`config.mk`:
```
export PLATFORM = sky130hd
export DESIGN_NAME = reconfig_status_controller
export DESIGN_NICKNAME = d
export VERILOG_FILES = /design/src/design/reconfig_status_pkg.sv /design/src/design/cycle_ticker.sv /design/src/design/reconfig_status_controller.sv
export SDC_FILE = /design/constraint.sdc
export NUM_CORES = 1
export LEC_CHECK = 0
export CORE_UTILIZATION = 30
export DETAILED_ROUTE_END_ITERATION = 8
export DONT_BUFFER_PORTS = 1
export GPL_ROUTABILITY_DRIVEN = 0
export GPL_TIMING_DRIVEN = 0
export SLEW_MARGIN = 20
export SYNTH_ARGS = -nofsm -noshare
export SYNTH_HDL_FRONTEND = slang
export SYNTH_SLANG_ARGS = --single-unit
```
`constraint.sdc`:
```
create_clock -name mclk_i -period 3.2 [get_ports mclk_i]
set_input_delay 0.96 -clock mclk_i [delete_from_list [all_inputs] [get_ports mclk_i]]
set_output_delay 0.96 -clock mclk_i [all_outputs]
set_load 0.05 [all_outputs]
```
`src/design/reconfig_status_pkg.sv`:
```
// Shared constants and types for the reconfiguration status controller.
// Assumes a single 10 MHz system clock and an active-low asynchronous reset.
package reconfig_status_pkg;

    // Clock and watchdog kick timing.
    localparam int CLK_PERIOD_NS = 100;
    localparam int WD_PULSE_NS = 250;
    localparam int WD_PULSE_CYC = (WD_PULSE_NS + CLK_PERIOD_NS - 1) / CLK_PERIOD_NS;
    localparam int unsigned WD_KICK_CYC_DEF = 33554432;
    localparam int KICK_CNT_W = 26;

    // Parameter select codes of the update circuitry.
    localparam logic [1:0] PARAM_CAUSE = 2'h0;
    localparam logic [1:0] PARAM_WD_EN = 2'h1;
    localparam logic [1:0] PARAM_WD_VAL = 2'h2;
    localparam logic [1:0] PARAM_BOOT = 2'h3;

    // Read source codes.
    localparam logic [1:0] SRC_CURRENT = 2'h0;
    localparam logic [1:0] SRC_PREVIOUS = 2'h1;

    // Bit positions of the reconfiguration cause word.
    localparam int CAUSE_CORE_BIT = 0;
    localparam int CAUSE_CRC_BIT = 1;
    localparam int CAUSE_ERR_BIT = 2;
    localparam int CAUSE_WDOG_BIT = 3;
    localparam int CAUSE_PIN_BIT = 4;

    // Boot addresses and watchdog setup written by the factory image.
    localparam logic [21:0] APP1_BOOT_ADDR = 22'h010000;
    localparam logic [21:0] APP2_BOOT_ADDR = 22'h020000;
    localparam logic [21:0] WD_ENABLE_VAL = 22'h000001;
    localparam logic [21:0] WD_TIMEOUT_VAL = 22'h000100;

    // Indicator patterns, bit 3 is indicator 4.
    localparam logic [3:0] IND_FACTORY = 4'hf;
    localparam logic [3:0] IND_WD_APP1 = 4'ha;
    localparam logic [3:0] IND_WD_APP2 = 4'h3;
    localparam logic [3:0] IND_ERR_APP1 = 4'h9;
    localparam logic [3:0] IND_ERR_APP2 = 4'h4;
    localparam logic [3:0] IND_CRC_APP1 = 4'h5;
    localparam logic [3:0] IND_CRC_APP2 = 4'h6;
    localparam logic [3:0] IND_PIN_APP1 = 4'he;
    localparam logic [3:0] IND_PIN_APP2 = 4'h1;
    localparam logic [3:0] IND_APP_BASE = 4'hc;
    localparam int BLINK_APP1_BIT = 0;
    localparam int BLINK_APP2_BIT = 1;

    // Access sequence lengths, counted as the index of the last access.
    localparam logic [2:0] LAST_STEP_FACTORY = 3'h4;
    localparam logic [2:0] LAST_STEP_APP = 3'h2;

    typedef enum logic [1:0] {IMG_FACTORY, IMG_APP1, IMG_APP2} image_t;

    typedef struct packed {
        logic wr;
        logic [1:0] param;
        logic [1:0] src;
        logic [21:0] data;
    } access_t;

endpackage

```
`src/design/cycle_ticker.sv`:
```
// Free-running period counter that emits a one-cycle tick.
// Assumes the enable is synchronous; the count restarts while disabled.
module cycle_ticker
    import reconfig_status_pkg::*;
#(
    parameter int W = 26,
    parameter int unsigned PERIOD = 16
) (
    // Clock and reset.
    input wire logic mclk_i,
    input wire logic reset_n_i,
    // Control and tick.
    input wire logic en_i,
    output logic tick_o
);
    logic [W-1:0] cnt_ff;
    wire logic at_end = (cnt_ff == W'(PERIOD - 1));

    always_ff @(posedge mclk_i or negedge reset_n_i) begin
        if (!reset_n_i) begin
            cnt_ff <= '0;
        end else if (!en_i || at_end) begin
            cnt_ff <= '0;
        end else begin
            cnt_ff <= cnt_ff + W'(1);
        end
    end

    assign tick_o = en_i && at_end;
endmodule

```
`src/design/reconfig_status_controller.sv`:
```
// Control logic between board status indicators and the remote update circuitry.
// Assumes all inputs are synchronous to mclk_i and the image role strap is stable.

// Function
// - Factory image after power-up or core reconfig request shows pattern 1111.
// - Watchdog time-out fallback shows 1010 for image 1, 0011 for image 2.
// - Configuration error line fallback shows 1001 for image 1, 0100 for image 2.
// - CRC error fallback shows 0101 for image 1, 0110 for image 2.
// - External reconfig pin fallback shows 1110 for image 1, 0001 for image 2.
// - Image 1 running holds 110 on upper indicators, indicator 1 blinks with watchdog.
// - Image 2 running drives 11x0, indicator 2 blinks while watchdog kicking runs.
// - A one bit lights an indicator, zero darkens it, blinking toggles periodically.
// - Start input launches the parameter access sequence before any reconfiguration.
// - Current state is exposed on an eight-bit monitor bus.
// - Monitor bus bit 7 is the reconfiguration request to the update circuitry.
// - While busy is high the current access is still in progress.
// - Two-bit select names the parameter of each access.
// - Write data is presented on a 22-bit bus for the selected parameter.
// - Two-bit read source picks current or previous state values.
// - A read strobe requests reading the selected parameter.
// - Controller, watchdog kicker and update interface share the board clock.
// - Both image types carry the flash loader for user-mode flash updates.
// - Update circuitry clock is the board clock divided by two.
// - Each watchdog reset pulse stays high at least 250 ns.
// - Fault injection stops watchdog reset pulses so the watchdog expires.
module reconfig_status_controller
    import reconfig_status_pkg::*;
#(
    parameter int unsigned WD_KICK_CYC = WD_KICK_CYC_DEF
) (
    // Clock and reset.
    input wire logic mclk_i,
    input wire logic reset_n_i,
    // Board side.
    input wire image_t image_role_i,
    input wire logic next_app2_i,
    input wire logic start_i,
    input wire logic watchdog_fault_inject_i,
    output logic [3:0] status_indicator_o,
    output logic [7:0] state_mon_o,
    // Remote update circuitry side.
    input wire logic busy_i,
    input wire logic [28:0] rd_data_i,
    output logic upd_clk_o,
    output logic [1:0] param_sel_o,
    output logic [21:0] wr_data_o,
    output logic [1:0] read_source_o,
    output logic read_param_o,
    output logic write_param_o,
    output logic reconfig_o,
    output logic wd_reset_o
);
    typedef enum logic [2:0] {
        ST_IDLE, ST_ISSUE, ST_SETTLE, ST_WAIT, ST_NEXT, ST_RECONFIG
    } state_t;

    state_t state_ff, nxt_state;
    logic [2:0] step_ff;
    logic [4:0] cause_ff;
    logic prev_app2_ff;
    logic status_known_ff;
    logic [3:0] ind_ff;
    logic [7:0] mon_ff;
    logic reconfig_ff;
    logic upd_clk_ff;
    access_t acc_ff;
    logic rd_strobe_ff;
    logic wr_strobe_ff;
    logic [1:0] pulse_cnt_ff;
    logic wd_reset_ff;
    logic blink_ff;

    wire logic is_factory = (image_role_i == IMG_FACTORY);
    wire logic is_app1 = (image_role_i == IMG_APP1);
    wire logic is_app2 = (image_role_i == IMG_APP2);
    wire logic [2:0] last_step = is_factory ? LAST_STEP_FACTORY : LAST_STEP_APP;
    wire logic [21:0] next_boot = next_app2_i ? APP2_BOOT_ADDR : APP1_BOOT_ADDR;

    // The factory image learns the cause first, then programs the next boot.
    function automatic access_t step_access(input logic factory, input logic [2:0] step,
                                            input logic [21:0] boot);
        access_t a;
        a = '{wr: 1'b0, param: PARAM_CAUSE, src: SRC_CURRENT, data: 22'h000000};
        if (factory) begin
            unique case (step)
                3'h0: a = '{wr: 1'b0, param: PARAM_CAUSE, src: SRC_PREVIOUS, data: 22'h000000};
                3'h1: a = '{wr: 1'b0, param: PARAM_BOOT, src: SRC_PREVIOUS, data: 22'h000000};
                3'h2: a = '{wr: 1'b1, param: PARAM_BOOT, src: SRC_CURRENT, data: boot};
                3'h3: a = '{wr: 1'b1, param: PARAM_WD_EN, src: SRC_CURRENT, data: WD_ENABLE_VAL};
                default: a = '{wr: 1'b1, param: PARAM_WD_VAL, src: SRC_CURRENT,
                               data: WD_TIMEOUT_VAL};
            endcase
        end else begin
            unique case (step)
                3'h0: a = '{wr: 1'b0, param: PARAM_BOOT, src: SRC_CURRENT, data: 22'h000000};
                3'h1: a = '{wr: 1'b0, param: PARAM_WD_EN, src: SRC_CURRENT, data: 22'h000000};
                default: a = '{wr: 1'b0, param: PARAM_WD_VAL, src: SRC_CURRENT,
                               data: 22'h000000};
            endcase
        end
        return a;
    endfunction

    wire access_t cur_acc = step_access(is_factory, step_ff, next_boot);

    // Sequencer.
    always_comb begin
        nxt_state = state_ff;
        unique case (state_ff)
            ST_IDLE: if (start_i) nxt_state = ST_ISSUE;
            ST_ISSUE: if (!busy_i) nxt_state = ST_SETTLE;
            ST_SETTLE: nxt_state = ST_WAIT;
            ST_WAIT: if (!busy_i) nxt_state = ST_NEXT;
            ST_NEXT: nxt_state = (step_ff == last_step) ? ST_RECONFIG : ST_ISSUE;
            ST_RECONFIG: nxt_state = ST_RECONFIG;
            default: nxt_state = ST_IDLE;
        endcase
    end

    wire logic issue_now = (state_ff == ST_ISSUE) && !busy_i;
    wire logic access_done = (state_ff == ST_WAIT) && !busy_i;
    // Reconfiguration is only raised once the last access has fully drained.
    wire logic nxt_reconfig = (nxt_state == ST_RECONFIG) && !busy_i;

    always_ff @(posedge mclk_i or negedge reset_n_i) begin
        if (!reset_n_i) begin
            state_ff <= ST_IDLE;
        end else if (state_ff != ST_RECONFIG || reconfig_ff) begin
            state_ff <= nxt_state;
        end else begin
            state_ff <= ST_RECONFIG;
        end
    end

    always_ff @(posedge mclk_i or negedge reset_n_i) begin
        if (!reset_n_i) begin
            step_ff <= 3'h0;
        end else if (state_ff == ST_NEXT) begin
            step_ff <= step_ff + 3'h1;
        end
    end

    // Access strobes, select, source and write data are all registered.
    always_ff @(posedge mclk_i or negedge reset_n_i) begin
        if (!reset_n_i) begin
            acc_ff <= '0;
            rd_strobe_ff <= 1'b0;
            wr_strobe_ff <= 1'b0;
        end else begin
            if (issue_now) acc_ff <= cur_acc;
            rd_strobe_ff <= issue_now && !cur_acc.wr;
            wr_strobe_ff <= issue_now && cur_acc.wr;
        end
    end

    // Capture of the cause word and the previously running image.
    wire logic cap_cause = access_done && is_factory && (step_ff == 3'h0);
    wire logic cap_boot = access_done && is_factory && (step_ff == 3'h1);

    always_ff @(posedge mclk_i or negedge reset_n_i) begin
        if (!reset_n_i) begin
            cause_ff <= 5'h00;
            prev_app2_ff <= 1'b0;
            status_known_ff <= 1'b0;
        end else begin
            if (cap_cause) cause_ff <= rd_data_i[4:0];
            if (cap_boot) prev_app2_ff <= (rd_data_i[21:0] == APP2_BOOT_ADDR);
            if (cap_boot) status_known_ff <= 1'b1;
        end
    end

    // Fallback cause decode; a watchdog expiry is ranked first as it is the
    // most specific report, and a core request falls through to all-on.
    wire logic [3:0] fallback_ind =
        cause_ff[CAUSE_WDOG_BIT] ? (prev_app2_ff ? IND_WD_APP2 : IND_WD_APP1) :
        cause_ff[CAUSE_ERR_BIT] ? (prev_app2_ff ? IND_ERR_APP2 : IND_ERR_APP1) :
        cause_ff[CAUSE_CRC_BIT] ? (prev_app2_ff ? IND_CRC_APP2 : IND_CRC_APP1) :
        cause_ff[CAUSE_PIN_BIT] ? (prev_app2_ff ? IND_PIN_APP2 : IND_PIN_APP1) :
        IND_FACTORY;
    wire logic [3:0] app1_ind = IND_APP_BASE | (4'(blink_ff) << BLINK_APP1_BIT);
    wire logic [3:0] app2_ind = IND_APP_BASE | (4'(blink_ff) << BLINK_APP2_BIT);
    wire logic [3:0] nxt_ind = is_app1 ? app1_ind :
                               is_app2 ? app2_ind :
                               status_known_ff ? fallback_ind : IND_FACTORY;

    // Watchdog kicking runs only in an application image and stops on fault.
    wire logic kick_en = !is_factory && !watchdog_fault_inject_i;
    logic kick_tick;

    cycle_ticker #(
        .W(KICK_CNT_W),
        .PERIOD(WD_KICK_CYC)
    ) u_kick_ticker (
        .mclk_i(mclk_i),
        .reset_n_i(reset_n_i),
        .en_i(kick_en),
        .tick_o(kick_tick)
    );

    wire logic [1:0] nxt_pulse_cnt = kick_tick ? 2'(WD_PULSE_CYC) :
                                     (pulse_cnt_ff != 2'h0) ? pulse_cnt_ff - 2'h1 : 2'h0;

    always_ff @(posedge mclk_i or negedge reset_n_i) begin
        if (!reset_n_i) begin
            pulse_cnt_ff <= 2'h0;
            wd_reset_ff <= 1'b0;
            blink_ff <= 1'b0;
        end else begin
            pulse_cnt_ff <= nxt_pulse_cnt;
            wd_reset_ff <= (nxt_pulse_cnt != 2'h0);
            if (kick_tick) blink_ff <= !blink_ff;
        end
    end

    // Monitor, request, indicators and the halved update clock.
    always_ff @(posedge mclk_i or negedge reset_n_i) begin
        if (!reset_n_i) begin
            mon_ff <= 8'h00;
            reconfig_ff <= 1'b0;
            ind_ff <= IND_FACTORY;
            upd_clk_ff <= 1'b0;
        end else begin
            mon_ff <= {nxt_reconfig, 4'h0, nxt_state};
            reconfig_ff <= nxt_reconfig;
            ind_ff <= nxt_ind;
            upd_clk_ff <= !upd_clk_ff;
        end
    end

    assign status_indicator_o = ind_ff;
    assign state_mon_o = mon_ff;
    assign reconfig_o = reconfig_ff;
    assign upd_clk_o = upd_clk_ff;
    assign param_sel_o = acc_ff.param;
    assign wr_data_o = acc_ff.data;
    assign read_source_o = acc_ff.src;
    assign read_param_o = rd_strobe_ff;
    assign write_param_o = wr_strobe_ff;
    assign wd_reset_o = wd_reset_ff;

    property p_reconfig_after_idle;
        @(posedge mclk_i) disable iff (!reset_n_i)
        $rose(reconfig_o) |-> !$past(busy_i) && state_mon_o[7];
    endproperty
    a_reconfig_after_idle: assert property (p_reconfig_after_idle)
        else $error("reconfig raised while busy or off monitor bit");

    property p_powerup_all_on;
        @(posedge mclk_i) disable iff (!reset_n_i)
        is_factory && !status_known_ff ##1 is_factory |-> status_indicator_o == 4'hf;
    endproperty
    a_powerup_all_on: assert property (p_powerup_all_on)
        else $error("factory indicators not all on before status read");

    property p_wdog_pattern;
        @(posedge mclk_i) disable iff (!reset_n_i)
        is_factory && status_known_ff && cause_ff[CAUSE_WDOG_BIT] ##1 is_factory
        |-> status_indicator_o == ($past(prev_app2_ff) ? 4'h3 : 4'ha);
    endproperty
    a_wdog_pattern: assert property (p_wdog_pattern)
        else $error("watchdog fallback pattern wrong");

    property p_crc_pattern;
        @(posedge mclk_i) disable iff (!reset_n_i)
        is_factory && status_known_ff && cause_ff == 5'h02 ##1 is_factory
        |-> status_indicator_o == ($past(prev_app2_ff) ? 4'h6 : 4'h5);
    endproperty
    a_crc_pattern: assert property (p_crc_pattern)
        else $error("crc fallback pattern wrong");

    property p_app1_upper;
        @(posedge mclk_i) disable iff (!reset_n_i)
        reset_n_i && is_app1 ##1 is_app1 |-> status_indicator_o[3:1] == 3'b110;
    endproperty
    a_app1_upper: assert property (p_app1_upper)
        else $error("image 1 upper indicators wrong");

    property p_app2_fixed;
        @(posedge mclk_i) disable iff (!reset_n_i)
        reset_n_i && is_app2 ##1 is_app2
        |-> status_indicator_o[3:2] == 2'b11 && !status_indicator_o[0];
    endproperty
    a_app2_fixed: assert property (p_app2_fixed)
        else $error("image 2 fixed indicators wrong");

    property p_kick_width;
        @(posedge mclk_i) disable iff (!reset_n_i)
        $rose(wd_reset_o) |-> wd_reset_o [*3];
    endproperty
    a_kick_width: assert property (p_kick_width)
        else $error("watchdog reset pulse shorter than three cycles");

    property p_fault_stops_kick;
        @(posedge mclk_i) disable iff (!reset_n_i)
        watchdog_fault_inject_i |=> !$rose(wd_reset_o);
    endproperty
    a_fault_stops_kick: assert property (p_fault_stops_kick)
        else $error("watchdog reset pulse despite fault injection");

    property p_clk_halved;
        @(posedge mclk_i) disable iff (!reset_n_i)
        reset_n_i ##1 1'b1 |-> upd_clk_o != $past(upd_clk_o);
    endproperty
    a_clk_halved: assert property (p_clk_halved)
        else $error("update clock not toggling every cycle");

    property p_read_strobe;
        @(posedge mclk_i) disable iff (!reset_n_i)
        read_param_o |-> !$past(busy_i) ##1 !read_param_o;
    endproperty
    a_read_strobe: assert property (p_read_strobe)
        else $error("read strobe issued while busy or longer than a cycle");

    property p_start_launch;
        @(posedge mclk_i) disable iff (!reset_n_i)
        state_ff == ST_IDLE && start_i |=> state_ff == ST_ISSUE ##1 !reconfig_o;
    endproperty
    a_start_launch: assert property (p_start_launch)
        else $error("start did not launch the access sequence");

    property p_err_pattern;
        @(posedge mclk_i) disable iff (!reset_n_i)
        is_factory && status_known_ff && cause_ff[CAUSE_ERR_BIT] && !cause_ff[CAUSE_WDOG_BIT]
        ##1 is_factory |-> status_indicator_o == ($past(prev_app2_ff) ? 4'h4 : 4'h9);
    endproperty
    a_err_pattern: assert property (p_err_pattern)
        else $error("error line fallback pattern wrong");

    property p_pin_pattern;
        @(posedge mclk_i) disable iff (!reset_n_i)
        is_factory && status_known_ff && cause_ff == 5'h10 ##1 is_factory
        |-> status_indicator_o == ($past(prev_app2_ff) ? 4'h1 : 4'he);
    endproperty
    a_pin_pattern: assert property (p_pin_pattern)
        else $error("reconfig pin fallback pattern wrong");

    property p_write_strobe;
        @(posedge mclk_i) disable iff (!reset_n_i)
        write_param_o |-> !$past(busy_i) ##1 !write_param_o;
    endproperty
    a_write_strobe: assert property (p_write_strobe)
        else $error("write strobe issued while busy or longer than a cycle");

    property p_busy_holds_wait;
        @(posedge mclk_i) disable iff (!reset_n_i)
        state_ff == ST_WAIT && busy_i |=> state_ff == ST_WAIT;
    endproperty
    a_busy_holds_wait: assert property (p_busy_holds_wait)
        else $error("access left the wait state while busy");
endmodule

```
==> run_results.csv <==
group,metric,value,unit
outcome,outcome,"complete, no violations",
worst_setup_path,crit_chain,"ha_1, nand4_1, or4_4, buf_6, o21ai_4, buf_2, nor2_1",
die,die_w,104,um
clock_tree,h-tree-depth,3,
sta,setup_viol_count_final,0,
sta,fmax,424,MHz
die,coreArea,9860,um2
drt,drt-pass1-iter-count,4,
worst_setup_path,cp.arrival,2590,ps
power,p_leak,1.51,nW
drt,ant_nets,0,
die,rows,36,
finish,diodes,0,
grt,grt_pass1_wl,10300,um
place,io_buffers,0,
sta,drv_slew,0,
worst_setup_path,worstSetupPathType,"reg2reg",
logic_synthesis,yosysUniqueCellTypes,48,
worst_setup_path,worst_ep_required_time,3430,ps
worst_setup_path,reg2reg_slack,840,ps
place,dpl.hpwl,4520,um
sta,post-route-period-util,0.738,
sta,fin_crit,2360,ps
worst_setup_path,crit_slowest_cell,"or4_4",
die,io_pins,80,
logic_synthesis,syn_inst,318,
drt,drt-met1-wl,2860,um
clock_tree,cts.sinks,60,
drt,vias,2314,
die,initial_core_util,0.314,
worst_setup_path,crit_family,"simple AND/OR/NAND/NOR gates",
logic_synthesis,syn_area,3090,um2
drt,drc,0,
finish,area_growth,13.8,%
grt,grt_pass1_vias,2111,
die,die_h,104,um
worst_setup_path,rr_startpoint,"u_kick_ticker.cnt_ff[0]",
clock_tree,numCtsBuffers,9,
worst_setup_path,critPathLaunchType,"flop",
clock_tree,cts_setup_buffers,0,
worst_setup_path,cpPeakStageDelay,500,ps
drt,top_layer,"met4",
power,finalPower,2.41,mW
clock_tree,cts_tree,"done",
finish,drive_above_1_share,0.166,
drt,routed_wl,6220,um
drt,post_drt_wl_per_cell,12.7,um
logic_synthesis,syn_avg_cell_area,9.73,um2
drt,wl_met2,2760,um
logic_synthesis,synth-edff-count,0,
worst_setup_path,timing.rr.end,"u_kick_ticker.cnt_ff[7]",
logic_synthesis,async_flop_share,1.00,
die,die_area,10700,um2
clock_tree,cts_max_path_buffers,2,
worst_setup_path,cp-end-kind,"flop",
clock_tree,insertion_delay,350,ps
clock_tree,cts-root-buf,"clkbuf_8",
power,cellPowerDensity,684,nW/um2
logic_synthesis,seq_area_frac_synth,0.487,
grt,grt_overflow,0,
clock_tree,cts_resized,0,
sta,rsz0062_at_grt,"false",
sta,tns,0,ps
drt,wl_met3,433,um
worst_hold_path,hold_class,"in2async",
sta,fin_skew,10.2,ps
logic_synthesis,yosys_warnings,0,
power,ir_drop,213,uV
worst_setup_path,critical_path.n_buffers_inverters,2,
drt,vias_per_cell,4.74,
logic_synthesis,synthFlopType,"dfrtp_1",
run,drv_cap,0,
grt,grt_usage,0.122,
grt,grt_max_degree,61,
clock_tree,ctsHoldBuffers,0,
sta,hold_viol,0,
drt,drt_iter0_markers,119,
worst_setup_path,ff2ff_path_depth,7,
finish,finalNetCount,394,
finish,fill_cells,974,
grt,antenna_found_initial,0,
clock_tree,clkSlewWorstSetupHoldPaths,70,ps
logic_synthesis,yosys_register_bits,60,
worst_setup_path,crit_path_max_fanout,10,
-- stage by stage --
step                      worst slack, ps  area [um2]  utilization  hold WS [ps]  instances
after floorplan                       949        3180            -           425        340
after global placement                692        3340        0.339           439        473
after detailed placement              697        3340        0.339           452        473
after CTS                             801        3520        0.357           289        488
after global routing                  661        3520        0.357           293        488
final                                 839        3520        0.357           302        488
-- worst register-to-register path: cells and delay by family (launching register included) --
kind	cells	cell delay, ps
compound gates	1	300
fa+ha+maj	1	240
buf+inv	2	440
flops	1	410
simple gates	3	860
-- layout by cell type, fill, tap and decap left out, types with 8 or more instances in the layout --
master and instances:
dfrtp_1 56, nor2_1 34, nand2_1 27, buf_4 24, conb_1 23, a21oi_1 18
o21ai_0 17, xnor2_1 12, clkbuf_8 12, nand3_1 10, inv_1 9, or4_1 8
-- state kept, by name, summed over array words and instances, names as in the netlist --
signal and count:
u_kick_ticker.cnt_ff 26, param_sel_o 2, wr_data_o 4, status_known_ff 1, status_indicator_o 4, pulse_cnt_ff 2, wd_reset_o 1, step_ff 3
state_mon_o 4, read_param_o 1, prev_app2_ff 1, read_source_o 1, state_ff 3, cause_ff 4, upd_clk_o 1, blink_ff 1
write_param_o 1
-- worst max path at each step --
stage / from / cells after the start / endpoint
2_1_floorplan: busy_i / 6 / wr_data_o[0]
3_3_place_gp: busy_i / 5 / write_param_o
3_5_place_dp: busy_i / 5 / write_param_o
4_1_cts: u_kick_ticker.cnt_ff[0] / 7 / u_kick_ticker.cnt_ff[7]
5_1_grt: u_kick_ticker.cnt_ff[0] / 7 / u_kick_ticker.cnt_ff[7]
6_report: u_kick_ticker.cnt_ff[0] / 7 / u_kick_ticker.cnt_ff[7]
-- per-layer routing --
metal / track usage / up-vias
met5: 0 / -
met4: 0.0776 / 0
met3: 0.0264 / 11
met2: 0.185 / 86
met1: 0.158 / 1072
li1: - / 1145
-- Yosys cell counts (5+ instances only) --
master,instances,share of area
nand3_1,10,0.016
a21oi_1,18,0.029
buf_4,24,0.058
nand2_1,27,0.033
ha_1,6,0.024
inv_1,9,0.011
nor2_1,34,0.041
nor4_1,6,0.012
dfrtp_1,56,0.45
nor3_1,7,0.011
o31ai_1,7,0.017
xnor2_1,12,0.034
o21ai_0,17,0.028
clkbuf_1,5,0.0061
or4_1,8,0.019
nand4_1,7,0.014
or3_1,7,0.014
-- report_power, final --
| part | total (mW) | internal [mW] | switching [mW] | leakage, nW |
|---|---|---|---|---|
| Clock | 0.627 | 0.338 | 0.290 | 0.0953 |
| Sequential | 1.24 | 0.894 | 0.341 | 0.788 |
| Combinational | 0.547 | 0.228 | 0.319 | 0.623 |
| Total | 2.41 | 1.46 | 0.950 | 1.51 |
-- cells by family (layout without fill, tap and decap cells) --
logic type / Yosys count / after routing / share of synthesized area
adders and majority gates: 6 / 6 / 0.0243
AOI/OAI and AO/OA: 54 / 54 / 0.108
muxes: 6 / 6 / 0.0210
DFF: 60 / 60 / 0.487
buffers and inverters: 41 / 56 / 0.0821
xor gates and xnor gates: 16 / 16 / 0.0453
and+or+nand+nor: 134 / 134 / 0.231
other: 1 / 23 / 0.00121
-- layout make-up --
class | count | area (um2) | area share
buffer | 32 | 220 | 0.0625
tap | 133 | 166 | 0.0473
multi-input combinational | 239 | 1420 | 0.402
sequential | 60 | 1510 | 0.428
clock inverter | 2 | 10.0 | 0.00284
clock buffer | 13 | 169 | 0.0480
inverter | 9 | 33.8 | 0.00959
(Power assumes the default switching activity.)
